**config.mk**
```make
export PLATFORM = sky130hd
export DESIGN_NAME = dout_image_mapper
export DESIGN_NICKNAME = d
export VERILOG_FILES = /design/src/design/dout_map_pkg.sv /design/src/design/dout_channel.sv /design/src/design/dout_image_mapper.sv
export SDC_FILE = /design/constraint.sdc
export NUM_CORES = 1
export LEC_CHECK = 0
export ABC_AREA = 1
export BUFFER_PORTS_ARGS = -buffer_cell sky130_fd_sc_hd__buf_2
export CAP_MARGIN = 20
export CELL_PAD_IN_SITES_DETAIL_PLACEMENT = 1
export CELL_PAD_IN_SITES_GLOBAL_PLACEMENT = 1
export CORE_MARGIN = 1.5
export CORE_UTILIZATION = 47
export CTS_CLUSTER_SIZE = 14
export DETAILED_ROUTE_END_ITERATION = 10
export GPL_TIMING_DRIVEN = 0
export PLACE_DENSITY_LB_ADDON = 0.15
export SLEW_MARGIN = 10
export SYNTH_ARGS = -nofsm -noshare
export SYNTH_HDL_FRONTEND = slang
export SYNTH_SLANG_ARGS = --single-unit
```
**constraint.sdc**
```tcl
create_clock -name i_sys_clk -period 4.2 [get_ports i_sys_clk]
set_input_delay 0.84 -clock i_sys_clk [delete_from_list [all_inputs] [get_ports i_sys_clk]]
set_output_delay 0.84 -clock i_sys_clk [all_outputs]
set_load 0.005 [all_outputs]
```
**src/design/dout_map_pkg.sv**
```systemverilog
// constants, types and register map of the digital output image mapper
// Notes on behaviour
// (RQ1) Every output channel owns one output image bit whose value sets that channel's output.
// (RQ2) With analog words present, the digital byte sits after all analog words in the image.
// (RQ3) One-channel layout: bit 0 drives the channel, bit 1 is ignored, input bit 0 is manual.
// (RQ4) Plain two-channel layout: bits 0 and 1 drive channels 1 and 2, no input bits used.
// (RQ5) Diagnostic layouts raise a channel flag on overload, short circuit or broken wire.
// (RQ6) Diagnostic layouts put flags in the input image and controls in the output image.
// (RQ7) Two-channel diagnostic layout: input bits 0 and 1 carry the faults of channels 1 and 2.
// (RQ8) Two-bit diagnostic layout: bits 1:0 belong to channel 1 and bits 3:2 to channel 2.
// (RQ9) The reader of the two-bit layout decodes each two-bit code into the fault kind.
// (RQ10) Two-bit diagnostic layout: output bits 0 and 1 drive, bits 2 and 3 change nothing.
// (RQ11) Plain four-channel layout: bits 0 to 3 drive channels 1 to 4, bits 4 to 7 unused.
// (RQ12) Four-channel diagnostic layout: input bits 0 to 3 carry faults of channels 1 to 4.
// (RQ13) A one-bit flag reads 0 with no error and 1 on overload, short circuit or broken wire.
// (RQ14) Eight-channel layout: output bits 0 to 7 drive channels 1 to 8.
// (RQ15) Unused image bits are ignored on output and read back as zero on input.
// (RQ16) After reset all outputs are off and flags clear until the first output image arrives.
package dout_map_pkg;

   // bus and image geometry
   localparam int ADDR_W = 8;
   localparam int DATA_W = 32;
   localparam int NUM_CH = 8;
   localparam int IMG_DEPTH = 16;
   localparam int IMG_IDX_W = 4;

   // register byte addresses
   localparam logic [7:0] REG_CTRL = 8'h00;
   localparam logic [7:0] REG_IRQ_STATUS = 8'h04;
   localparam logic [7:0] REG_IRQ_MASK = 8'h08;
   localparam logic [7:0] REG_IN_IMAGE = 8'h0c;
   localparam logic [7:0] REG_OUT_STATE = 8'h10;
   localparam logic [1:0] IMG_AREA_TAG = 2'h1;

   // control register fields
   localparam int CTRL_LAYOUT_LSB = 0;
   localparam int CTRL_LAYOUT_W = 3;
   localparam int CTRL_ANALOG_LSB = 4;
   localparam int CTRL_ANALOG_W = 3;
   localparam int OUT_STATE_PRIMED_BIT = 8;

   // reset values
   localparam logic [2:0] LAYOUT_RESET = 3'h0;
   localparam logic [2:0] ANALOG_RESET = 3'h0;
   localparam logic [7:0] BYTE_RESET = 8'h00;

   // two-bit diagnostic codes
   localparam logic [1:0] DIAG_CODE_NONE = 2'h0;
   localparam logic [1:0] DIAG_CODE_OVERLOAD = 2'h1;
   localparam logic [1:0] DIAG_CODE_SHORT = 2'h2;
   localparam logic [1:0] DIAG_CODE_OPEN = 2'h3;

   // module layouts
   typedef enum logic [2:0] {
      LAYOUT_ONE_CH_STATUS,
      LAYOUT_TWO_CH,
      LAYOUT_TWO_CH_DIAG,
      LAYOUT_TWO_CH_DIAG2,
      LAYOUT_FOUR_CH,
      LAYOUT_FOUR_CH_DIAG,
      LAYOUT_EIGHT_CH
   } layout_type;

   // fault detector lines of one channel
   typedef struct packed {
      logic overload;
      logic short_circuit;
      logic open_wire;
   } fault_type;

endpackage

```
**src/design/dout_channel.sv**
```systemverilog
// per-channel fault synchroniser and diagnostic encoder
`timescale 1ns/1ns
module dout_channel
   import dout_map_pkg::*;
(
   // clock and reset
   input wire logic i_sys_clk,
   input wire logic i_resetn,
   // fault detector pins
   input wire fault_type i_fault,
   // diagnostic results
   output logic o_flag,
   output logic [1:0] o_code
);

   fault_type sync1_reg, sync1_next;
   fault_type sync2_reg, sync2_next;
   logic flag_reg, flag_next;
   logic [1:0] code_reg, code_next;

   // two-stage synchroniser, then flag and code from the second stage
   always_comb begin
      sync1_next = i_fault;
      sync2_next = sync1_reg;
      flag_next = sync2_reg.overload | sync2_reg.short_circuit | sync2_reg.open_wire; // [RQ5] [RQ13]
      if (sync2_reg.short_circuit) begin
         code_next = DIAG_CODE_SHORT; // [RQ8]
      end else if (sync2_reg.overload) begin
         code_next = DIAG_CODE_OVERLOAD;
      end else if (sync2_reg.open_wire) begin
         code_next = DIAG_CODE_OPEN;
      end else begin
         code_next = DIAG_CODE_NONE;
      end
   end

   // registers
   always_ff @(posedge i_sys_clk or negedge i_resetn) begin
      if (!i_resetn) begin
         sync1_reg <= '0;
         sync2_reg <= '0;
         flag_reg <= 1'h0;
         code_reg <= DIAG_CODE_NONE;
      end else begin
         sync1_reg <= sync1_next;
         sync2_reg <= sync2_next;
         flag_reg <= flag_next;
         code_reg <= code_next;
      end
   end

   assign o_flag = flag_reg;
   assign o_code = code_reg;

endmodule

```
**src/design/dout_image_mapper.sv**
```systemverilog
// digital output image mapper: image store, channel drive, diagnostics and interrupt
`timescale 1ns/1ns
module dout_image_mapper
   import dout_map_pkg::*;
(
   // clock and reset
   input wire logic i_sys_clk,
   input wire logic i_resetn,
   // register port
   input wire logic [ADDR_W-1:0] i_addr,
   input wire logic [DATA_W-1:0] i_wdata,
   input wire logic i_wr,
   input wire logic i_rd,
   output logic [DATA_W-1:0] o_rdata,
   // fault detectors and manual-operation switch
   input wire fault_type [NUM_CH-1:0] i_fault,
   input wire logic i_manual_op,
   // output drivers and interrupt
   output logic [NUM_CH-1:0] o_dout,
   output logic o_irq
);

   // register map, byte addresses, data in the low bits, upper bits read as zero
   //   0x00 control: layout code in bits 2:0, analog word count in bits 6:4
   //   0x04 fault status: one sticky bit per channel, write one to clear
   //   0x08 fault mask: one enable bit per channel
   //   0x0c input image byte, read only
   //   0x10 output state: drive pins in bits 7:0, primed in bit 8, read only
   //   0x40 + 4*k: output image byte k, k from 0 to 15
   // layout codes
   //   0 one channel with manual-operation status
   //   1 two channels
   //   2 two channels, one fault flag each
   //   3 two channels, two-bit fault code each
   //   4 four channels
   //   5 four channels, one fault flag each
   //   6 eight channels
   //   7 no channel driven
   // analog words take image bytes 0 to 2n-1, so the digital byte sits at 2n
   // writing control drops primed, so the pins stay off until that byte is written
   // image writes to other indices are stored and read back but steer nothing
   // a two-bit code reads 0 none, 1 overload, 2 short circuit, 3 broken wire
   // fault events only count in layouts with diagnostics, and only while primed
   // the interrupt pin follows status and mask one clock later
   // read data stand for one clock after the strobe and read zero otherwise

   // output bits that steer a channel in each layout
   function automatic logic [7:0] out_mask(input layout_type lay);
      logic [7:0] m;
      m = 8'h00;
      case (lay)
         LAYOUT_ONE_CH_STATUS: m = 8'h01; // [RQ3]
         LAYOUT_TWO_CH: m = 8'h03; // [RQ4]
         LAYOUT_TWO_CH_DIAG: m = 8'h03; // [RQ7]
         LAYOUT_TWO_CH_DIAG2: m = 8'h03; // [RQ10]
         LAYOUT_FOUR_CH: m = 8'h0f; // [RQ11]
         LAYOUT_FOUR_CH_DIAG: m = 8'h0f; // [RQ12]
         LAYOUT_EIGHT_CH: m = 8'hff; // [RQ14]
         default: m = 8'h00;
      endcase
      return m;
   endfunction

   // channels whose faults are reported in each layout
   function automatic logic [7:0] diag_mask(input layout_type lay);
      logic [7:0] m;
      m = 8'h00;
      case (lay)
         LAYOUT_TWO_CH_DIAG: m = 8'h03;
         LAYOUT_TWO_CH_DIAG2: m = 8'h03;
         LAYOUT_FOUR_CH_DIAG: m = 8'h0f;
         default: m = 8'h00;
      endcase
      return m;
   endfunction

   // input image byte for each layout, unused bits zero
   function automatic logic [7:0] in_pack(input layout_type lay, input logic [7:0] flags,
                                          input logic [3:0] codes, input logic manual);
      logic [7:0] b;
      b = 8'h00; // [RQ15]
      case (lay)
         LAYOUT_ONE_CH_STATUS: b = {7'h00, manual}; // [RQ3]
         LAYOUT_TWO_CH: b = 8'h00; // [RQ4]
         LAYOUT_TWO_CH_DIAG: b = {6'h00, flags[1:0]}; // [RQ6] [RQ7] [RQ13]
         LAYOUT_TWO_CH_DIAG2: b = {4'h0, codes}; // [RQ8]
         LAYOUT_FOUR_CH: b = 8'h00;
         LAYOUT_FOUR_CH_DIAG: b = {4'h0, flags[3:0]}; // [RQ12] [RQ13]
         default: b = 8'h00;
      endcase
      return b;
   endfunction

   // configuration and image state
   logic [CTRL_LAYOUT_W-1:0] layout_reg, layout_next;
   logic [CTRL_ANALOG_W-1:0] analog_reg, analog_next;
   logic [7:0] img_reg [IMG_DEPTH];
   logic [7:0] img_next [IMG_DEPTH];
   logic primed_reg, primed_next;
   logic [NUM_CH-1:0] dout_reg, dout_next;

   // interrupt state
   logic [NUM_CH-1:0] irq_status_reg, irq_status_next;
   logic [NUM_CH-1:0] irq_mask_reg, irq_mask_next;
   logic [NUM_CH-1:0] flag_prev_reg, flag_prev_next;
   logic irq_reg, irq_next;

   // read port and manual-switch synchroniser
   logic [DATA_W-1:0] rdata_reg, rdata_next;
   logic manual_s1_reg, manual_s1_next;
   logic manual_s2_reg, manual_s2_next;

   // decoded views
   layout_type layout;
   logic [IMG_IDX_W-1:0] img_idx;
   logic [IMG_IDX_W-1:0] digital_idx;
   logic img_hit;
   logic [NUM_CH-1:0] ch_flag;
   logic [1:0] ch_code [NUM_CH];
   logic [7:0] in_image;
   logic [NUM_CH-1:0] fault_event;

   // per-channel fault synchronisers and encoders
   genvar g;
   generate
      for (g = 0; g < NUM_CH; g++) begin : gen_ch
         dout_channel u_channel (
            .i_sys_clk(i_sys_clk),
            .i_resetn(i_resetn),
            .i_fault(i_fault[g]),
            .o_flag(ch_flag[g]),
            .o_code(ch_code[g])
         );
      end
   endgenerate

   // address decode and image placement
   always_comb begin
      layout = layout_type'(layout_reg);
      img_idx = i_addr[IMG_IDX_W+1:2];
      img_hit = (i_addr[7:6] == IMG_AREA_TAG) && (i_addr[1:0] == 2'h0);
      digital_idx = {analog_reg, 1'h0}; // [RQ2]
   end

   // input image, held clear until the first output image arrives
   always_comb begin
      if (primed_reg) begin
         in_image = in_pack(layout, ch_flag, {ch_code[1], ch_code[0]}, manual_s2_reg); // [RQ6]
      end else begin
         in_image = 8'h00; // [RQ16]
      end
      // a fault event is a flag that was low one clock before
      fault_event = ch_flag & ~flag_prev_reg & diag_mask(layout) & {NUM_CH{primed_reg}};
   end

   // configuration, image store and channel drive
   always_comb begin
      layout_next = layout_reg;
      analog_next = analog_reg;
      primed_next = primed_reg;
      for (int i = 0; i < IMG_DEPTH; i++) begin
         img_next[i] = img_reg[i];
      end
      if (i_wr && (i_addr == REG_CTRL)) begin
         layout_next = i_wdata[CTRL_LAYOUT_LSB +: CTRL_LAYOUT_W];
         analog_next = i_wdata[CTRL_ANALOG_LSB +: CTRL_ANALOG_W];
         primed_next = 1'h0; // outputs off until an image of the new layout arrives
      end else if (i_wr && img_hit) begin
         img_next[img_idx] = i_wdata[7:0];
         if (img_idx == digital_idx) begin
            primed_next = 1'h1; // [RQ16]
         end
      end
   end

   // channel drive from the digital byte, off until primed
   always_comb begin
      if (primed_reg) begin
         dout_next = img_reg[digital_idx] & out_mask(layout); // [RQ1] [RQ2] [RQ15]
      end else begin
         dout_next = BYTE_RESET; // [RQ16]
      end
   end

   // sticky fault status, mask and interrupt level
   always_comb begin
      irq_status_next = irq_status_reg;
      irq_mask_next = irq_mask_reg;
      if (i_wr && (i_addr == REG_IRQ_STATUS)) begin
         irq_status_next = irq_status_reg & ~i_wdata[NUM_CH-1:0];
      end
      irq_status_next = irq_status_next | fault_event; // set wins over clear
      if (i_wr && (i_addr == REG_IRQ_MASK)) begin
         irq_mask_next = i_wdata[NUM_CH-1:0];
      end
      flag_prev_next = ch_flag;
      irq_next = |(irq_status_reg & irq_mask_reg);
   end

   // read data, valid only in the cycle after the strobe
   always_comb begin
      rdata_next = '0;
      if (i_rd) begin
         if (img_hit) begin
            rdata_next = {24'h000000, img_reg[img_idx]};
         end else begin
            case (i_addr)
               REG_CTRL: begin
                  rdata_next[CTRL_LAYOUT_LSB +: CTRL_LAYOUT_W] = layout_reg;
                  rdata_next[CTRL_ANALOG_LSB +: CTRL_ANALOG_W] = analog_reg;
               end
               REG_IRQ_STATUS: rdata_next[NUM_CH-1:0] = irq_status_reg;
               REG_IRQ_MASK: rdata_next[NUM_CH-1:0] = irq_mask_reg;
               REG_IN_IMAGE: rdata_next[7:0] = in_image;
               REG_OUT_STATE: begin
                  rdata_next[NUM_CH-1:0] = dout_reg;
                  rdata_next[OUT_STATE_PRIMED_BIT] = primed_reg;
               end
               default: rdata_next = '0; // unmapped reads as zero
            endcase
         end
      end
   end

   // manual-operation switch synchroniser
   always_comb begin
      manual_s1_next = i_manual_op;
      manual_s2_next = manual_s1_reg;
   end

   // configuration and image registers
   always_ff @(posedge i_sys_clk or negedge i_resetn) begin
      if (!i_resetn) begin
         layout_reg <= LAYOUT_RESET;
         analog_reg <= ANALOG_RESET;
         primed_reg <= 1'h0;
         for (int i = 0; i < IMG_DEPTH; i++) begin
            img_reg[i] <= BYTE_RESET;
         end
      end else begin
         layout_reg <= layout_next;
         analog_reg <= analog_next;
         primed_reg <= primed_next;
         for (int i = 0; i < IMG_DEPTH; i++) begin
            img_reg[i] <= img_next[i];
         end
      end
   end

   // channel drive register
   always_ff @(posedge i_sys_clk or negedge i_resetn) begin
      if (!i_resetn) begin
         dout_reg <= BYTE_RESET;
      end else begin
         dout_reg <= dout_next;
      end
   end

   // fault status, mask, edge memory and interrupt registers
   always_ff @(posedge i_sys_clk or negedge i_resetn) begin
      if (!i_resetn) begin
         irq_status_reg <= '0;
         irq_mask_reg <= '0;
         flag_prev_reg <= '0;
         irq_reg <= 1'h0;
      end else begin
         irq_status_reg <= irq_status_next;
         irq_mask_reg <= irq_mask_next;
         flag_prev_reg <= flag_prev_next;
         irq_reg <= irq_next;
      end
   end

   // read data register
   always_ff @(posedge i_sys_clk or negedge i_resetn) begin
      if (!i_resetn) begin
         rdata_reg <= '0;
      end else begin
         rdata_reg <= rdata_next;
      end
   end

   // manual-operation synchroniser registers
   always_ff @(posedge i_sys_clk or negedge i_resetn) begin
      if (!i_resetn) begin
         manual_s1_reg <= 1'h0;
         manual_s2_reg <= 1'h0;
      end else begin
         manual_s1_reg <= manual_s1_next;
         manual_s2_reg <= manual_s2_next;
      end
   end

   // outputs straight from flip-flops
   assign o_dout = dout_reg;
   assign o_irq = irq_reg;
   assign o_rdata = rdata_reg;

endmodule

```
Word-level counts from Yosys, hierarchy flattened:

Cells that the tools add are included.

* flip-flop bits (word level): 262
* input port bits: 69
* output and inout port bits: 41
* logic and storage cells: 177

* $lt $le $gt $ge: 3
* eq/ne operators: 12
* muxes and demuxes: 32
* bitwise operators: 28
* reductions and logical operators: 17

Operators by type and width (count)
* 128-bit bitwise mux: 1
* 8-bit 2-to-1 mux: 9
* 8-bit binary-select mux with 4-bit select: 2
* 8-bit AND: 6
* 8-bit demux with 4-bit select: 1
* 32-bit 2-to-1 mux: 1
* 8-bit one-hot mux with 4 select lines: 1
* 3-bit one-hot mux with 5 select lines: 2
* 8-bit by 4-bit == test with 1-bit output (second input constant): 2
* 8-bit NOT: 2
* 1-bit OR: 16
* 4-bit one-hot mux with 4 select lines: 1
* 2-bit 2-to-1 mux: 6
* 5-bit >= comparator (second input constant): 2
* 4-bit NOT with 5-bit output: 2
* 3-bit == test (second input constant): 3
* 9-bit 2-to-1 mux: 1
* 8-bit by 3-bit == test with 1-bit output (second input constant): 1
* 8-bit by 5-bit == test with 1-bit output (second input constant): 1
* 8-bit zero test: 1
* 8-bit OR: 1
* 1-bit one-hot mux with 4 select lines: 2
* 4-bit one-hot mux with 2 select lines: 1
* 8-bit OR reduction: 1
* other kinds (14): 26

Longest topological paths before layout:

Gate-level depths: netlist of run 1.

* depth after elaboration: 6
* mapped depth: 13

Cells and area by module:

From an unflattened synthesis of run 1, not the netlist that was laid out.

* cell total of the unflattened synthesis: 1245
* area, all modules: 9878.2 um^2

Modules (own cells, without submodules)
* dout_image_mapper: instances 1, cells each 1181, area an instance 8862.2 um^2, sequential area each 4379.2 um^2
* dout_channel: instances 4, cells each 16, area an instance 254.0 um^2, sequential area each 225.2 um^2

Worst setup path after synthesis of run 1:

OpenSTA, ideal clock, no wires.

* kind: input -> register
* start point: input port i_addr[3]
* end point: register img_reg[51] in the netlist's numbering
* arrival: 1881 ps
* path slack: 2193 ps
* stages on the path: 7
* path buffers: 3
* cells stage by stage: buf_4 > inv_2 > buf_6 > nand2_8 > nor4_4 > buf_4 > o21ai_0

* cells in the longest elaborated chain, start to end: 6
* elaborated cells on any way between the ends: 11
* classes of those cells: order compare: 2; mux: 3; bitwise: 2; reduce/logical: 4

Ends and longest elaborated chain
* start: declaration: RTL line dout_image_mapper.sv:10 `input wire logic [ADDR_W-1:0] i_addr,`
* 4-bit NOT with 5-bit output (not written as such): RTL line dout_image_mapper.sv:169 `img_next[img_idx] = i_wdata[7:0];`
* 5-bit >= comparator (not written as such) / 5-bit by 1-bit less-than comparator with 1-bit output (equally long branches): RTL line dout_image_mapper.sv:169
* 1-bit logical AND (not written as such): RTL line dout_image_mapper.sv:169
* 8-bit 2-to-1 mux (not written as such): RTL line dout_image_mapper.sv:169
* 8-bit demux with 4-bit select: RTL line dout_image_mapper.sv:169
* 128-bit bitwise mux: RTL line dout_image_mapper.sv:169
* end signal: indexed assignment: RTL line dout_image_mapper.sv:245 `img_reg[i] <= img_next[i];`
* end: declaration: RTL line dout_image_mapper.sv:97 `logic [7:0] img_reg [IMG_DEPTH];`

Several ways; a longest one is shown, not always the timed one.
A chain may end at the register's enable or synchronous reset.

Final worst setup path of run 1:

* start point: register analog_reg[0]
* end point: register dout_reg[2], in the netlist o_dout[2]

* cells in the longest elaborated chain, start to end: 6

Ends and longest elaborated chain
* start: declaration: RTL line dout_image_mapper.sv:96 `logic [CTRL_ANALOG_W-1:0] analog_reg, analog_next;`
* start signal: assignment: RTL line dout_image_mapper.sv:242 `analog_reg <= analog_next;`
* 4-bit NOT with 5-bit output (not written as such): RTL line dout_image_mapper.sv:179 `dout_next = img_reg[digital_idx] & out_mask(layout);`
* 8-bit binary-select mux with 4-bit select: RTL line dout_image_mapper.sv:179
* 8-bit 2-to-1 mux (not written as such) (2 in series): RTL line dout_image_mapper.sv:179
* 8-bit AND: RTL line dout_image_mapper.sv:179
* 8-bit 2-to-1 mux: RTL line dout_image_mapper.sv:178 `if (primed_reg) begin`
* via dout_next[2]: RTL line dout_image_mapper.sv:100 `logic [NUM_CH-1:0] dout_reg, dout_next;`
* end signal: assignment: RTL line dout_image_mapper.sv:255 `dout_reg <= dout_next;`
* end: declaration: RTL line dout_image_mapper.sv:100

The timed path passes the listed nets, and every way through them passes these cells. The select of a mux whose other input is x is not followed.

==> report_table.html, run 1 <==
<table>
<tr><th>Metric</th><th>Value</th></tr>
<tr><th colspan="2">GRT</th></tr>
<tr><td>GRT Total Usage</td><td>31.9%</td></tr>
<tr><td>Largest net degree at the start of global routing</td><td>110</td></tr>
<tr><td>Vias in the first global route</td><td>9437</td></tr>
<tr><td>Global route total overflow</td><td>0</td></tr>
<tr><td>Wire length of the first global-routing pass</td><td>53100 um</td></tr>
<tr><td>Initial antenna violation count</td><td>0</td></tr>
<tr><th colspan="2">Timing</th></tr>
<tr><td>Worst-case headroom to the max-slew limit</td><td>47.4%</td></tr>
<tr><td>Final number of setup-violating endpoints</td><td>0</td></tr>
<tr><td>Ratio of final minimum period to clock period</td><td>56.0%</td></tr>
<tr><td>Transition time at the pin with the least slew margin</td><td>0.788 ns</td></tr>
<tr><td>RSZ-0062 raised after global routing</td><td>no</td></tr>
<tr><td>Post-layout min period</td><td>2.35 ns</td></tr>
<tr><td>Clock skew after layout</td><td>0.0204 ns</td></tr>
<tr><td>Final Slew Violations</td><td>0</td></tr>
<tr><td>Total count of hold-check failures in the final report</td><td>0</td></tr>
<tr><td>Achievable clock frequency</td><td>425 MHz</td></tr>
<tr><th colspan="2">Die</th></tr>
<tr><td>Die area</td><td>22000 um^2</td></tr>
<tr><td>Initial Util</td><td>48.5%</td></tr>
<tr><td>Vertical die dimension</td><td>148 um</td></tr>
<tr><td>Core region area</td><td>20400 um^2</td></tr>
<tr><td>Row Count</td><td>52</td></tr>
<tr><td>I/O pin count</td><td>110</td></tr>
<tr><td>Horizontal extent of the die</td><td>148 um</td></tr>
<tr><th colspan="2">Clocking</th></tr>
<tr><td>Post-cts hold buffer count</td><td>0</td></tr>
<tr><td>TritonCTS Buffers</td><td>24</td></tr>
<tr><td>H-tree depth</td><td>1</td></tr>
<tr><td>CTS max path bufs</td><td>3</td></tr>
<tr><td>TritonCTS clock tree</td><td>done</td></tr>
<tr><td>Clock network latency to the later pin of the worst-skew pair</td><td>0.53 ns</td></tr>
<tr><td>Clk slew on worst S/H paths</td><td>0.06 ns</td></tr>
<tr><td>Library cell used as clock root buffer</td><td>sky130_fd_sc_hd__clkbuf_16</td></tr>
<tr><td>Post-CTS Repair Setup Buffers</td><td>0</td></tr>
<tr><td>Total clock sinks</td><td>207</td></tr>
<tr><td>Number of resized instances in the post-cts repair step</td><td>0</td></tr>
<tr><th colspan="2">Route</th></tr>
<tr><td>Residual antenna-violating net count after detailed routing</td><td>0</td></tr>
<tr><td>Aggregate routed wire length</td><td>33700 um</td></tr>
<tr><td>Mean number of vias per cell</td><td>5.57</td></tr>
<tr><td>First-pass detailed-route iteration total</td><td>5</td></tr>
<tr><td>Routed wire length per instance</td><td>20.9 um</td></tr>
<tr><td>Total via count after detailed routing</td><td>8992</td></tr>
<tr><td>DRC errors left</td><td>0</td></tr>
<tr><td>Number of violations reported at the end of detailed-routing iteration 0</td><td>527</td></tr>
<tr><th colspan="2">Setup path</th></tr>
<tr><td>Data required time at the worst endpoint</td><td>4.58 ns</td></tr>
<tr><td>Maximum net fanout on the critical path</td><td>10</td></tr>
<tr><td>Critical path class</td><td>register to register</td></tr>
<tr><td>Reg-to-reg endpoint</td><td>o_dout[2]$_DFF_PN0_</td></tr>
<tr><td>Slowest CP cell</td><td>sky130_fd_sc_hd__clkbuf_1</td></tr>
<tr><td>R2r worst-path depth</td><td>8</td></tr>
<tr><td>Cell type with the highest occurrence count on the critical path</td><td>sky130_fd_sc_hd__o21ai_0</td></tr>
<tr><td>Critical path buffers and inverters</td><td>3</td></tr>
<tr><td>Total stage count of the critical path</td><td>8</td></tr>
<tr><td>Family of cells with the greatest summed delay on the critical path</td><td>buffers and inverters</td></tr>
<tr><td>Arrival time reported for the critical path endpoint</td><td>2.73 ns</td></tr>
<tr><td>Critical path, cell by cell</td><td>buf_2, inv_1, clkbuf_1, a21oi_1, o21ai_0, o21ai_0, o21ai_0, nor2_1</td></tr>
<tr><td>Internal reg-to-reg setup slack</td><td>1.85 ns</td></tr>
<tr><td>Critical Path Max Stage Delay</td><td>0.56 ns</td></tr>
<tr><td>Sort of element at the start of the critical path</td><td>register</td></tr>
<tr><td>Source of the worst register-to-register timing path</td><td>analog_reg[0]$_DFFE_PN0P_</td></tr>
<tr><td>Critical Path Sink Type</td><td>register</td></tr>
<tr><th colspan="2">Place</th></tr>
<tr><td>Number of cells after detailed placement</td><td>1571</td></tr>
<tr><td>Cell area after placement</td><td>10600 um^2</td></tr>
<tr><td>GP Congestion</td><td>0.875</td></tr>
<tr><td>I/O Buffers</td><td>47</td></tr>
<tr><td>Half-perimeter wire length of the detailed placement result</td><td>24400 um</td></tr>
<tr><th colspan="2">Pwr</th></tr>
<tr><td>Maximum vdd ir drop</td><td>0.289 mV</td></tr>
<tr><td>Power density cells</td><td>432 nW/um^2</td></tr>
<tr><td>Static Leakage</td><td>5.73 nW</td></tr>
<tr><td>Overall Power</td><td>4.93 mW</td></tr>
<tr><th colspan="2">Synth</th></tr>
<tr><td>Post-synthesis sequential area ratio</td><td>52.3%</td></tr>
<tr><td>Top_reg_cell synth</td><td>sky130_fd_sc_hd__dfrtp_1</td></tr>
<tr><td>Number of distinct library cells after synthesis</td><td>38</td></tr>
<tr><td>Post-synth EDFFs</td><td>0</td></tr>
<tr><td>FFs w/ async S/R, synth</td><td>100%</td></tr>
<tr><td>Post-synthesis area per instance</td><td>8.05 um^2</td></tr>
<tr><td>Syn Inst Count</td><td>1231</td></tr>
<tr><td>FF+latch count, synth</td><td>207</td></tr>
<tr><td>Yosys warns</td><td>0</td></tr>
<tr><td>Post-Synthesis Cell Area</td><td>9910 um^2</td></tr>
<tr><th colspan="2">Job</th></tr>
<tr><td>Max-capacitance violation count</td><td>0</td></tr>
<tr><th colspan="2">Layout</th></tr>
<tr><td>Sequential cell area</td><td>5180 um^2</td></tr>
<tr><td>Area growth from synthesis to layout</td><td>15.3%</td></tr>
<tr><td>Footprint of the multi-input gates</td><td>3940 um^2</td></tr>
<tr><td>Share of final-layout standard cells stronger than drive strength 1</td><td>14.1%</td></tr>
<tr><td>Flip-flop count of the largest register after layout</td><td>128</td></tr>
<tr><td>Final layout net count</td><td>1397</td></tr>
<tr><td>Ant. Diodes</td><td>0</td></tr>
<tr><td>Post-route cell area</td><td>11400 um^2</td></tr>
<tr><td>Filler cell count in the final layout</td><td>2550</td></tr>
<tr><td>Post-layout util</td><td>55.9%</td></tr>
<tr><td>Count of non-filler cells in the finished layout</td><td>1615</td></tr>
<tr><th colspan="2">Hold path</th></tr>
<tr><td>Class of the most critical hold timing path</td><td>input pin to async pin</td></tr>
<tr><th colspan="2">Status</th></tr>
<tr><td>Run status</td><td>finished clean</td></tr>
</table>
==> stage by stage <==
step / TNS [ns] / setup slack [ns] / hold slack [ns]
2_1_floorplan: 0 / 2.19 / 0.331
3_3_place_gp: -264.06 / -1.29 / 0.331
3_5_place_dp: 0 / 1.52 / 0.336
4_1_cts: 0 / 1.98 / 0.348
5_1_grt: 0 / 1.77 / 0.354
6_report: 0 / 1.85 / 0.344
==> layout make-up <==
class / instances / share of cell area (%)
Buffer: 80 / 4.28
Clock buffer: 33 / 5.90
Clock inverter: 10 / 1.25
Inverter: 102 / 3.41
Multi-Input combinational cell: 864 / 34.4
Sequential cell: 207 / 45.3
Tap cell: 270 / 2.96
Timing Repair Buffer: 49 / 2.43
==> layer usage <==
metal	share of wire, %	vias to the layer above	GRT usage (%)
li1	-	4050	-
met1	42	4511	43.2
met2	47	329	51.5
met3	6.1	102	3.99
met4	4.6	0	14.4
met5	0	-	0
==> worst reg2reg max path: stages (launching register included) <==
cell	delay [ns]
sky130_fd_sc_hd__dfrtp_1	0.37
sky130_fd_sc_hd__buf_2	0.22
sky130_fd_sc_hd__inv_1	0.16
sky130_fd_sc_hd__clkbuf_1	0.56
sky130_fd_sc_hd__a21oi_1	0.16
sky130_fd_sc_hd__o21ai_0	0.12
sky130_fd_sc_hd__o21ai_0	0.13
sky130_fd_sc_hd__o21ai_0	0.37
sky130_fd_sc_hd__nor2_1	0.11
==> how the worst max path moves through the flow <==
| stage | start | endpoint |
|---|---|---|
| after detailed placement | i_addr[2] | o_rdata[6]$_DFF_PN0_ |
| final | analog_reg[0]$_DFFE_PN0P_ | o_dout[2]$_DFF_PN0_ |
| after floorplan | i_addr[3] | img_reg[51]$_DFFE_PN0P_ |
| after CTS | analog_reg[0]$_DFFE_PN0P_ | o_dout[2]$_DFF_PN0_ |
| after global routing | analog_reg[0]$_DFFE_PN0P_ | o_dout[2]$_DFF_PN0_ |
| after global placement | i_resetn | gen_ch[3].u_channel.sync1_reg[2]$_DFF_PN0_ |
==> cells by family (layout without fill, tap and decap cells) <==
kind of cell | Yosys count | count (layout) | share of synthesized area, %
AO/OA/AOI/OAI | 260 | 260 | 13.5
buffers and inverters | 182 | 274 | 8.86
other | 1 | 23 | 0.0378
AND/OR/NAND/NOR | 579 | 579 | 25.1
flip-flops | 207 | 207 | 52.3
XOR/XNOR | 2 | 2 | 0.177
==> layout by cell type, fill, tap and decap left out, drive strengths merged <==
cell and instances:
xor2 2, a21oi 69, or3 2, a31oi 4
o21a 4, nor4 4, clkbuf 57, nand3b 1
clkinv 8, nand4 1, nor3 2, inv 100
buf 105, a221oi 2, bufinv 3, nor2 180
o31ai 2, o211ai 4, dfrtp 207, nand2 364
o21ai 175, nand3 25, clkinvlp 1, conb 23
==> cells in the mapped netlist (3+ instances only) <==
cell type                  number  share of area [%]
sky130_fd_sc_hd__nand2_1      347                 13
sky130_fd_sc_hd__dfrtp_1      207                 52
sky130_fd_sc_hd__nor2_1       163                6.2
sky130_fd_sc_hd__o21ai_0      106                5.4
sky130_fd_sc_hd__inv_1         93                3.5
sky130_fd_sc_hd__a21oi_1       69                3.5
sky130_fd_sc_hd__o21ai_1       69                3.5
sky130_fd_sc_hd__buf_4         30                2.3
sky130_fd_sc_hd__clkbuf_1      23               0.87
sky130_fd_sc_hd__nand3_1       23                1.2
sky130_fd_sc_hd__buf_2         19               0.96
sky130_fd_sc_hd__nor2_4        10                1.1
sky130_fd_sc_hd__nand2_2        9               0.57
sky130_fd_sc_hd__buf_6          7               0.80
sky130_fd_sc_hd__inv_2          7               0.27
sky130_fd_sc_hd__nand2_4        6               0.68
sky130_fd_sc_hd__nor2_2         5               0.32
sky130_fd_sc_hd__a31oi_1        4               0.25
sky130_fd_sc_hd__o211ai_1       4               0.30
sky130_fd_sc_hd__o21a_1         4               0.30
sky130_fd_sc_hd__nor4_1         3               0.19
==> power breakdown <==
group | switching [mW] | internal, mW | leakage [nW]
Clock | 0.863 | 1.31 | 0.400
Sequential | 0.0722 | 2.12 | 2.54
Combinational | 0.397 | 0.173 | 2.79
No activity file was read; power rests on OpenSTA's default activity.
==> run 2: changes to the inputs <==
--- a/config.mk
+++ b/config.mk
@@ -11,7 +11,7 @@
 export CELL_PAD_IN_SITES_DETAIL_PLACEMENT = 1
 export CELL_PAD_IN_SITES_GLOBAL_PLACEMENT = 1
 export CORE_MARGIN = 1.5
-export CORE_UTILIZATION = 47
+export CORE_UTILIZATION = 44
 export CTS_CLUSTER_SIZE = 14
 export DETAILED_ROUTE_END_ITERATION = 10
 export GPL_TIMING_DRIVEN = 0
==> constraint.sdc (replaced) <==
create_clock -name i_sys_clk -period 2.3 [get_ports i_sys_clk]
set_input_delay 0.46 -clock i_sys_clk [delete_from_list [all_inputs] [get_ports i_sys_clk]]
set_output_delay 0.46 -clock i_sys_clk [all_outputs]
set_load 0.005 [all_outputs]
==> run 2 against run 1 <==
Compared with the run above: flip-flop and latch count is the same; critical path type unchanged; critical path depth shrank 1; the run now ends with DRC, hold timing left; power grew 91%; highest routed layer unchanged.
==> report_table.html, run 2 (synthesis gave the netlist of run 1 again) <==
<table>
<tr><th>Metric</th><th>Value</th></tr>
<tr><th colspan="2">Timing</th></tr>
<tr><td>PnR worst setup slack</td><td>0.155 ns (-1.69 ns)</td></tr>
<tr><td>RSZ-0062 raised after global routing</td><td>no</td></tr>
<tr><td>Final hold slack</td><td>-0.0204 ns (-0.365 ns)</td></tr>
<tr><td>Worst-case headroom to the max-slew limit</td><td>44.2% (-3.3 points)</td></tr>
<tr><td>Clock skew after layout</td><td>0.0210 ns (+0.000582 ns)</td></tr>
<tr><td>Final sum of negative setup slack</td><td>0 ns (unchanged)</td></tr>
<tr><td>Final number of setup-violating endpoints</td><td>0 (unchanged)</td></tr>
<tr><td>Total count of hold-check failures in the final report</td><td>19 (+19)</td></tr>
<tr><td>Post-layout min period</td><td>2.15 ns (-0.208 ns)</td></tr>
<tr><td>Final Slew Violations</td><td>0 (unchanged)</td></tr>
<tr><td>Transition time at the pin with the least slew margin</td><td>0.837 ns (+0.0489 ns)</td></tr>
<tr><td>Ratio of final minimum period to clock period</td><td>93.3% (+37 points)</td></tr>
<tr><td>Achievable clock frequency</td><td>466 MHz (+9.7%)</td></tr>
<tr><th colspan="2">GRT</th></tr>
<tr><td>Initial antenna violation count</td><td>0 (unchanged)</td></tr>
<tr><td>GRT Total Usage</td><td>29.2% (-2.6 points)</td></tr>
<tr><td>Global route total overflow</td><td>0 (unchanged)</td></tr>
<tr><td>Vias in the first global route</td><td>8997 (-4.7%)</td></tr>
<tr><td>Wire length of the first global-routing pass</td><td>52200 um (-1.8%)</td></tr>
<tr><td>Largest net degree at the start of global routing</td><td>105 (-4.5%)</td></tr>
<tr><th colspan="2">Route</th></tr>
<tr><td>Routed wire length per instance</td><td>20.5 um (-1.7%)</td></tr>
<tr><td>First-pass detailed-route iteration total</td><td>8 (+3)</td></tr>
<tr><td>Aggregate routed wire length</td><td>33400 um (-1.1%)</td></tr>
<tr><td>Residual antenna-violating net count after detailed routing</td><td>0 (unchanged)</td></tr>
<tr><td>DRC errors left</td><td>4 (+4)</td></tr>
<tr><td>Mean number of vias per cell</td><td>5.41 (-2.9%)</td></tr>
<tr><td>Total via count after detailed routing</td><td>8789 (-2.3%)</td></tr>
<tr><td>Number of violations reported at the end of detailed-routing iteration 0</td><td>563 (+6.8%)</td></tr>
<tr><th colspan="2">Die</th></tr>
<tr><td>Core region area</td><td>22000 um^2 (+7.5%)</td></tr>
<tr><td>Vertical die dimension</td><td>153 um (+3.3%)</td></tr>
<tr><td>I/O pin count</td><td>110 (unchanged)</td></tr>
<tr><td>Horizontal extent of the die</td><td>153 um (+3.3%)</td></tr>
<tr><td>Die area</td><td>23400 um^2 (+6.7%)</td></tr>
<tr><td>Row Count</td><td>54 (+3.8%)</td></tr>
<tr><td>Initial Util</td><td>45.1% (-3.4 points)</td></tr>
<tr><th colspan="2">Pwr</th></tr>
<tr><td>Net switching power</td><td>2.47 mW (+86%)</td></tr>
<tr><td>Share of total power in sequential cells</td><td>42.5% (-1.9 points)</td></tr>
<tr><td>Static Leakage</td><td>5.77 nW (+0.80%)</td></tr>
<tr><td>Switching power as a share of total power</td><td>26.2% (-0.78 points)</td></tr>
<tr><td>Fraction of power consumed by the clock network</td><td>46.6% (+2.6 points)</td></tr>
<tr><td>Power density cells</td><td>817 nW/um^2 (+89%)</td></tr>
<tr><td>Maximum vdd ir drop</td><td>0.541 mV (+87%)</td></tr>
<tr><td>Overall Power</td><td>9.43 mW (+91%)</td></tr>
<tr><td>Internal power contribution</td><td>6.96 mW (+93%)</td></tr>
<tr><td>Proportion of power drawn by combinational gates</td><td>10.9% (-0.7 points)</td></tr>
<tr><th colspan="2">Clocking</th></tr>
<tr><td>Post-cts hold buffer count</td><td>0 (unchanged)</td></tr>
<tr><td>CTS max path bufs</td><td>3 (unchanged)</td></tr>
<tr><td>Library cell used as clock root buffer</td><td>sky130_fd_sc_hd__clkbuf_16</td></tr>
<tr><td>Clk slew on worst S/H paths</td><td>0.06 ns (about the same)</td></tr>
<tr><td>Post-CTS Repair Setup Buffers</td><td>0 (unchanged)</td></tr>
<tr><td>TritonCTS Buffers</td><td>24 (unchanged)</td></tr>
<tr><td>H-tree depth</td><td>1 (unchanged)</td></tr>
<tr><td>Number of resized instances in the post-cts repair step</td><td>0 (unchanged)</td></tr>
<tr><td>Clock network latency to the later pin of the worst-skew pair</td><td>0.54 ns (about the same)</td></tr>
<tr><td>TritonCTS clock tree</td><td>done</td></tr>
<tr><td>Total clock sinks</td><td>207 (unchanged)</td></tr>
<tr><th colspan="2">Layout</th></tr>
<tr><td>Area growth from synthesis to layout</td><td>16.4%</td></tr>
<tr><td>Leading cell types in the layout, fill and taps excluded</td><td>sky130_fd_sc_hd__nand2_1, sky130_fd_sc_hd__dfrtp_1, sky130_fd_sc_hd__nor2_1, sky130_fd_sc_hd__o21ai_0, sky130_fd_sc_hd__inv_1</td></tr>
<tr><td>Footprint of the multi-input gates</td><td>3940 um^2 (unchanged)</td></tr>
<tr><td>Share of final-layout standard cells stronger than drive strength 1</td><td>14.6% (+0.52 points)</td></tr>
<tr><td>Sequential cell area</td><td>5180 um^2 (unchanged)</td></tr>
<tr><td>Count of non-filler cells in the finished layout</td><td>1625 (+0.62%)</td></tr>
<tr><td>Leading cell type in the layout, fill and taps excluded</td><td>sky130_fd_sc_hd__nand2_1</td></tr>
<tr><td>Ant. Diodes</td><td>0 (unchanged)</td></tr>
<tr><td>Filler cell count in the final layout</td><td>2737 (+7.3%)</td></tr>
<tr><td>Flip-flop count of the largest register after layout</td><td>128 (unchanged)</td></tr>
<tr><td>Final layout net count</td><td>1396 (-0.072%)</td></tr>
<tr><td>Post-route cell area</td><td>11500 um^2 (+0.95%)</td></tr>
<tr><th colspan="2">Setup path</th></tr>
<tr><td>Maximum net fanout on the critical path</td><td>10 (unchanged)</td></tr>
<tr><td>Critical path buffers and inverters</td><td>3 (unchanged)</td></tr>
<tr><td>Sort of element at the start of the critical path</td><td>register</td></tr>
<tr><td>Critical Path Max Stage Delay</td><td>0.53 ns (-0.03 ns)</td></tr>
<tr><td>Family of cells with the greatest summed delay on the critical path</td><td>buffers and inverters</td></tr>
<tr><td>Critical path, cell by cell</td><td>buf_2, inv_1, clkbuf_1, o21ai_0, nand3_1, nand2_1, a31oi_1</td></tr>
<tr><td>Internal reg-to-reg setup slack</td><td>0.15 ns (-1.69 ns)</td></tr>
<tr><td>Critical path class</td><td>register to register</td></tr>
<tr><td>Arrival time reported for the critical path endpoint</td><td>2.54 ns (-0.19 ns)</td></tr>
<tr><td>Slowest CP cell</td><td>sky130_fd_sc_hd__clkbuf_1</td></tr>
<tr><td>Critical Path Sink Type</td><td>register</td></tr>
<tr><td>Data required time at the worst endpoint</td><td>2.70 ns (-1.88 ns)</td></tr>
<tr><th colspan="2">Place</th></tr>
<tr><td>Cell area after placement</td><td>10600 um^2 (+0.12%)</td></tr>
<tr><td>Pre-CTS setup slack</td><td>0.0644 ns (-1.46 ns)</td></tr>
<tr><td>Number of cells after detailed placement</td><td>1581 (+0.64%)</td></tr>
<tr><td>I/O Buffers</td><td>47 (unchanged)</td></tr>
<tr><td>Half-perimeter wire length of the detailed placement result</td><td>24400 um (-0.19%)</td></tr>
<tr><td>GP Congestion</td><td>0.854 (-2.4%)</td></tr>
<tr><th colspan="2">Status</th></tr>
<tr><td>Run status</td><td>finished, violations left</td></tr>
<tr><td>Violated checks</td><td>DRC, hold timing</td></tr>
<tr><th colspan="2">Job</th></tr>
<tr><td>Max-capacitance violation count</td><td>0 (unchanged)</td></tr>
<tr><th colspan="2">Hold path</th></tr>
<tr><td>Class of the most critical hold timing path</td><td>input pin to async pin</td></tr>
</table>
run 2: cell count changes in the layout (fill, tap and decap cells not counted):
cell	delta
sky130_fd_sc_hd__clkbuf_1	-7
sky130_fd_sc_hd__bufinv_16	+4
sky130_fd_sc_hd__clkbuf_8	-2
sky130_fd_sc_hd__clkinvlp_4	+2
sky130_fd_sc_hd__buf_2	+1
sky130_fd_sc_hd__clkbuf_2	+1
sky130_fd_sc_hd__clkinv_2	+1
run 2: path summary, 6_finish.rpt:
path,from,end,cells past startpoint
min,i_resetn,img_reg[96]$_DFFE_PN0P_,1
min reg2reg,gen_ch[0].u_channel.sync1_reg[1]$_DFF_PN0_,gen_ch[0].u_channel.sync2_reg[1]$_DFF_PN0_,0
max,analog_reg[0]$_DFFE_PN0P_,o_dout[4]$_DFF_PN0_,7
max reg2reg,analog_reg[0]$_DFFE_PN0P_,o_dout[4]$_DFF_PN0_,7
max in group asynchronous,i_resetn,irq_status_reg[7]$_DFFE_PN0P_,2
min in group i_sys_clk,i_fault[11],gen_ch[3].u_channel.sync1_reg[2]$_DFF_PN0_,1
run 2: area by class of cell:
cell class | instances | area share [%]
Tap cell | 280 | 3.04
Multi-Input combinational cell | 864 | 34.1
Clock inverter | 17 | 2.45
Buffer | 79 | 4.23
Clock buffer | 27 | 5.48
Timing Repair Buffer | 49 | 2.41
Sequential cell | 207 | 44.9
Inverter | 102 | 3.37
run 2: routing by layer:
metal	share of wire, %	global-route usage, %
met3	5.8	4.14
met1	44	40.2
met2	48	48.3
met5	0	0
met4	2.8	8.59
run 2: power groups by stage:
stage               Clock, mW  Sequential, mW  Combinational, mW
global placement            0            4.05              0.983
finish                   4.40            4.00               1.03
detailed placement          0            4.06               1.02
floorplan                   0            4.02              0.590
global route             4.59            4.03               1.14
CTS                      4.47            4.00               1.03
run 2: per-stage QoR:
stage | util, % | hold WS (ns)
after floorplan | - | 0.164
after CTS | 52.5 | 0.00842
after global placement | 48.2 | 0.332
after detailed placement | 48.3 | 0.336
after global routing | 52.5 | 0.0122
final | 52.5 | -0.0204
==> run 3: changes to the inputs <==
--- a/config.mk
+++ b/config.mk
@@ -16,6 +16,7 @@
 export DETAILED_ROUTE_END_ITERATION = 10
 export GPL_TIMING_DRIVEN = 0
 export PLACE_DENSITY_LB_ADDON = 0.15
+export SETUP_SLACK_MARGIN = 0.4
 export SLEW_MARGIN = 10
 export SYNTH_ARGS = -nofsm -noshare
 export SYNTH_HDL_FRONTEND = slang
==> run 3 against run 2 <==
Compared with the run above: the run still ends with DRC, hold timing left; clock power about the same; non-clock buffer count unchanged; routed wire length up 0.25%; critical path depth up 1; clock skew down 0.0011 ns; count of clock-buffer cells in the layout unchanged; maximum frequency up 12%; die area unchanged; combinational power about the same; first-iteration DRC count down 3.9%; largest power group unchanged; highest routed layer unchanged.
==> report_table.html, run 3 (synthesis gave the netlist of run 1 again) <==
<table>
<tr><th>Metric</th><th>Value</th></tr>
<tr><th colspan="2">Status</th></tr>
<tr><td>Run status</td><td>finished, violations left</td></tr>
<tr><td>Violated checks</td><td>DRC, hold timing</td></tr>
<tr><th colspan="2">Die</th></tr>
<tr><td>Die area</td><td>23400 um^2 (unchanged)</td></tr>
<tr><td>Horizontal extent of the die</td><td>153 um (unchanged)</td></tr>
<tr><td>Vertical die dimension</td><td>153 um (unchanged)</td></tr>
<tr><td>Core region area</td><td>22000 um^2 (unchanged)</td></tr>
<tr><td>Initial Util</td><td>45.1% (unchanged)</td></tr>
<tr><td>Row Count</td><td>54 (unchanged)</td></tr>
<tr><td>I/O pin count</td><td>110 (unchanged)</td></tr>
<tr><th colspan="2">Setup path</th></tr>
<tr><td>Critical path class</td><td>register to register</td></tr>
<tr><td>Data required time at the worst endpoint</td><td>2.70 ns (about the same)</td></tr>
<tr><td>Reg-to-reg endpoint</td><td>o_dout[2]$_DFF_PN0_</td></tr>
<tr><td>Internal reg-to-reg setup slack</td><td>0.39 ns (+0.23 ns)</td></tr>
<tr><td>R2r worst-path depth</td><td>8 (+1)</td></tr>
<tr><td>Critical path, cell by cell</td><td>clkbuf_4, inv_1, buf_2, a21oi_1, o21ai_0, o21ai_0, o21ai_0, nor2_1</td></tr>
<tr><td>Source of the worst register-to-register timing path</td><td>analog_reg[0]$_DFFE_PN0P_</td></tr>
<tr><td>Timing endpoint of the critical path</td><td>o_dout[2]$_DFF_PN0_</td></tr>
<tr><td>Cell type with the highest occurrence count on the critical path</td><td>sky130_fd_sc_hd__o21ai_0</td></tr>
<tr><td>Sort of element at the start of the critical path</td><td>register</td></tr>
<tr><td>Critical Path Max Stage Delay</td><td>0.37 ns (-0.16 ns)</td></tr>
<tr><td>Worst Setup SP</td><td>analog_reg[0]$_DFFE_PN0P_</td></tr>
<tr><td>Slowest CP cell</td><td>sky130_fd_sc_hd__dfrtp_1</td></tr>
<tr><td>Maximum net fanout on the critical path</td><td>10 (unchanged)</td></tr>
<tr><td>Arrival time reported for the critical path endpoint</td><td>2.31 ns (-0.23 ns)</td></tr>
<tr><td>Critical Path Sink Type</td><td>register</td></tr>
<tr><th colspan="2">Layout</th></tr>
<tr><td>Leading cell type in the layout, fill and taps excluded</td><td>sky130_fd_sc_hd__nand2_1</td></tr>
<tr><td>Final layout net count</td><td>1396 (unchanged)</td></tr>
<tr><td>Share of final-layout standard cells stronger than drive strength 1</td><td>15.4% (+0.74 points)</td></tr>
<tr><td>Post-layout util</td><td>52.7% (+0.19 points)</td></tr>
<tr><td>Ant. Diodes</td><td>0 (unchanged)</td></tr>
<tr><td>Leading cell types in the layout, fill and taps excluded</td><td>sky130_fd_sc_hd__nand2_1, sky130_fd_sc_hd__dfrtp_1, sky130_fd_sc_hd__nor2_1, sky130_fd_sc_hd__o21ai_0, sky130_fd_sc_hd__inv_1</td></tr>
<tr><td>Flip-flop count of the largest register after layout</td><td>128 (unchanged)</td></tr>
<tr><td>Area growth from synthesis to layout</td><td>16.8%</td></tr>
<tr><th colspan="2">Timing</th></tr>
<tr><td>Ratio of final minimum period to clock period</td><td>83.1% (-10 points)</td></tr>
<tr><td>Post-layout min period</td><td>1.91 ns (-0.235 ns)</td></tr>
<tr><td>RSZ-0062 raised after global routing</td><td>yes</td></tr>
<tr><td>Final Slew Violations</td><td>0 (unchanged)</td></tr>
<tr><td>Transition time at the pin with the least slew margin</td><td>0.841 ns (+0.00346 ns)</td></tr>
<tr><td>Final number of setup-violating endpoints</td><td>0 (unchanged)</td></tr>
<tr><td>Achievable clock frequency</td><td>523 MHz (+12%)</td></tr>
<tr><td>Clock skew after layout</td><td>0.0199 ns (-0.00107 ns)</td></tr>
<tr><td>Worst-case headroom to the max-slew limit</td><td>44.0% (-0.23 points)</td></tr>
<tr><td>Total count of hold-check failures in the final report</td><td>17 (-2)</td></tr>
<tr><td>PnR worst setup slack</td><td>0.389 ns (+0.235 ns)</td></tr>
<tr><td>Final hold slack</td><td>-0.0173 ns (+0.00316 ns)</td></tr>
<tr><th colspan="2">GRT</th></tr>
<tr><td>Vias in the first global route</td><td>9003 (+0.067%)</td></tr>
<tr><td>GRT Total Usage</td><td>29.2% (-0.062 points)</td></tr>
<tr><td>Wire length of the first global-routing pass</td><td>52100 um (-0.13%)</td></tr>
<tr><td>Initial antenna violation count</td><td>0 (unchanged)</td></tr>
<tr><td>Global route total overflow</td><td>0 (unchanged)</td></tr>
<tr><td>Largest net degree at the start of global routing</td><td>105 (unchanged)</td></tr>
<tr><th colspan="2">Route</th></tr>
<tr><td>Residual antenna-violating net count after detailed routing</td><td>0 (unchanged)</td></tr>
<tr><td>Mean number of vias per cell</td><td>5.40 (-0.25%)</td></tr>
<tr><td>Aggregate routed wire length</td><td>33500 um (+0.25%)</td></tr>
<tr><td>Total via count after detailed routing</td><td>8767 (-0.25%)</td></tr>
<tr><td>Routed wire length per instance</td><td>20.6 um (+0.25%)</td></tr>
<tr><td>First-pass detailed-route iteration total</td><td>8 (unchanged)</td></tr>
<tr><td>DRC errors left</td><td>4 (unchanged)</td></tr>
<tr><td>Number of violations reported at the end of detailed-routing iteration 0</td><td>541 (-3.9%)</td></tr>
<tr><th colspan="2">Clocking</th></tr>
<tr><td>Total clock sinks</td><td>207 (unchanged)</td></tr>
<tr><td>H-tree depth</td><td>1 (unchanged)</td></tr>
<tr><td>Clock network latency to the later pin of the worst-skew pair</td><td>0.53 ns (about the same)</td></tr>
<tr><td>Post-cts hold buffer count</td><td>0 (unchanged)</td></tr>
<tr><td>Clk slew on worst S/H paths</td><td>0.06 ns (about the same)</td></tr>
<tr><td>CTS max path bufs</td><td>3 (unchanged)</td></tr>
<tr><td>TritonCTS Buffers</td><td>24 (unchanged)</td></tr>
<tr><td>Library cell used as clock root buffer</td><td>sky130_fd_sc_hd__clkbuf_16</td></tr>
<tr><td>TritonCTS clock tree</td><td>done</td></tr>
<tr><th colspan="2">Pwr</th></tr>
<tr><td>Power density cells</td><td>815 nW/um^2 (-0.26%)</td></tr>
<tr><td>Proportion of power drawn by combinational gates</td><td>11.0% (about the same)</td></tr>
<tr><td>Net switching power</td><td>2.47 mW (+0.11%)</td></tr>
<tr><td>Static Leakage</td><td>5.79 nW (+0.33%)</td></tr>
<tr><td>Maximum vdd ir drop</td><td>0.541 mV (about the same)</td></tr>
<tr><td>Switching power as a share of total power</td><td>26.2% (about the same)</td></tr>
<tr><td>Fraction of power consumed by the clock network</td><td>46.6% (about the same)</td></tr>
<tr><td>Internal power contribution</td><td>6.96 mW (about the same)</td></tr>
<tr><td>Share of total power in sequential cells</td><td>42.4% (about the same)</td></tr>
<tr><th colspan="2">Job</th></tr>
<tr><td>Max-capacitance violation count</td><td>0 (unchanged)</td></tr>
<tr><th colspan="2">Hold path</th></tr>
<tr><td>Class of the most critical hold timing path</td><td>input pin to async pin</td></tr>
<tr><th colspan="2">Place</th></tr>
<tr><td>Pre-CTS setup slack</td><td>0.0644 ns (unchanged)</td></tr>
<tr><td>I/O Buffers</td><td>47 (unchanged)</td></tr>
<tr><td>GP Congestion</td><td>0.854 (unchanged)</td></tr>
<tr><td>Half-perimeter wire length of the detailed placement result</td><td>24400 um (unchanged)</td></tr>
</table>
==> run 3: cell types whose count changed in the layout (fill, tap and decap cells not counted) <==
cell                       delta
sky130_fd_sc_hd__nor4_1       -1
sky130_fd_sc_hd__a31oi_2      +4
sky130_fd_sc_hd__buf_2        -1
sky130_fd_sc_hd__clkbuf_1     -4
sky130_fd_sc_hd__clkbuf_4     +1
sky130_fd_sc_hd__nor2_2       +1
sky130_fd_sc_hd__clkbuf_2     +4
sky130_fd_sc_hd__nor2_1       -1
sky130_fd_sc_hd__nor4_2       +1
sky130_fd_sc_hd__a31oi_1      -4
==> run 3: critical path: cells and delay by family (launching register included) <==
| kind | cells | cell delay (ns) |
|---|---|---|
| buffers and inverters | 3 | 0.67 |
| AO/OA/AOI/OAI | 4 | 0.62 |
| flip-flops | 1 | 0.37 |
| AND/OR/NAND/NOR | 1 | 0.09 |
==> run 3: power groups by stage <==
stage	Clock [mW]	Sequential [mW]	Combinational [mW]
after floorplan	0	4.02	0.590
after global placement	0	4.05	0.983
after detailed placement	0	4.06	1.02
after CTS	4.47	4.00	1.04
after global routing	4.59	4.02	1.16
final	4.39	4.00	1.04
==> run 3: area by class of cell <==
type	count	area [um^2]
fillers	2737	10400
flip-flops and latches	207	5180
multi-input cells	864	3970
clock buffers	27	632
plain buffers	80	500
inverters	102	389
well taps	280	350
clock inverters	17	283
repair buffers	48	273
==> run 3: how the worst min path moves through the flow <==
| stage | start | slack, ns | end | cells past startpoint |
|---|---|---|---|---|
| final | i_resetn | -0.02 | img_reg[96]$_DFFE_PN0P_ | 1 |
| after global routing | i_fault[6] | 0.01 | gen_ch[2].u_channel.sync1_reg[0]$_DFF_PN0_ | 1 |
| after CTS | i_fault[11] | 0.008 | gen_ch[3].u_channel.sync1_reg[2]$_DFF_PN0_ | 1 |
| after detailed placement | gen_ch[0].u_channel.sync1_reg[1]$_DFF_PN0_ | 0.34 | gen_ch[0].u_channel.sync2_reg[1]$_DFF_PN0_ | 0 |
| after global placement | gen_ch[2].u_channel.sync1_reg[0]$_DFF_PN0_ | 0.33 | gen_ch[2].u_channel.sync2_reg[0]$_DFF_PN0_ | 0 |
| after floorplan | i_resetn | 0.16 | analog_reg[0]$_DFFE_PN0P_ | 0 |
==> run 3: through the flow <==
step	TNS [ns]	power (mW)	cells	instance area, um^2
2_1_floorplan	0	4.61	1253	9990
3_3_place_gp	-591.61	5.04	1580	10600
3_5_place_dp	0	5.08	1581	10600
4_1_cts	0	9.51	1625	11600
5_1_grt	0	9.77	1625	11600
6_report	0	9.44	1625	11600
==> run 3: per-layer routing <==
metal / global-route usage [%] / wire, um / up-vias
met1: 39.8 / 14700 / 4413
met2: 48.2 / 16100 / 235
met5: 0 / 0 / -
li1: - / - / 4066
met3: 4.62 / 1850 / 53
met4: 8.36 / 843 / 0
==> run 3: what timing repair did <==
| item | 4_1_cts | 5_1_grt |
|---|---|---|
| setup endpoints to repair | 8 | 10 |
| setup buffers | 0 | 0 |
| resized for setup | 12 | 3 |
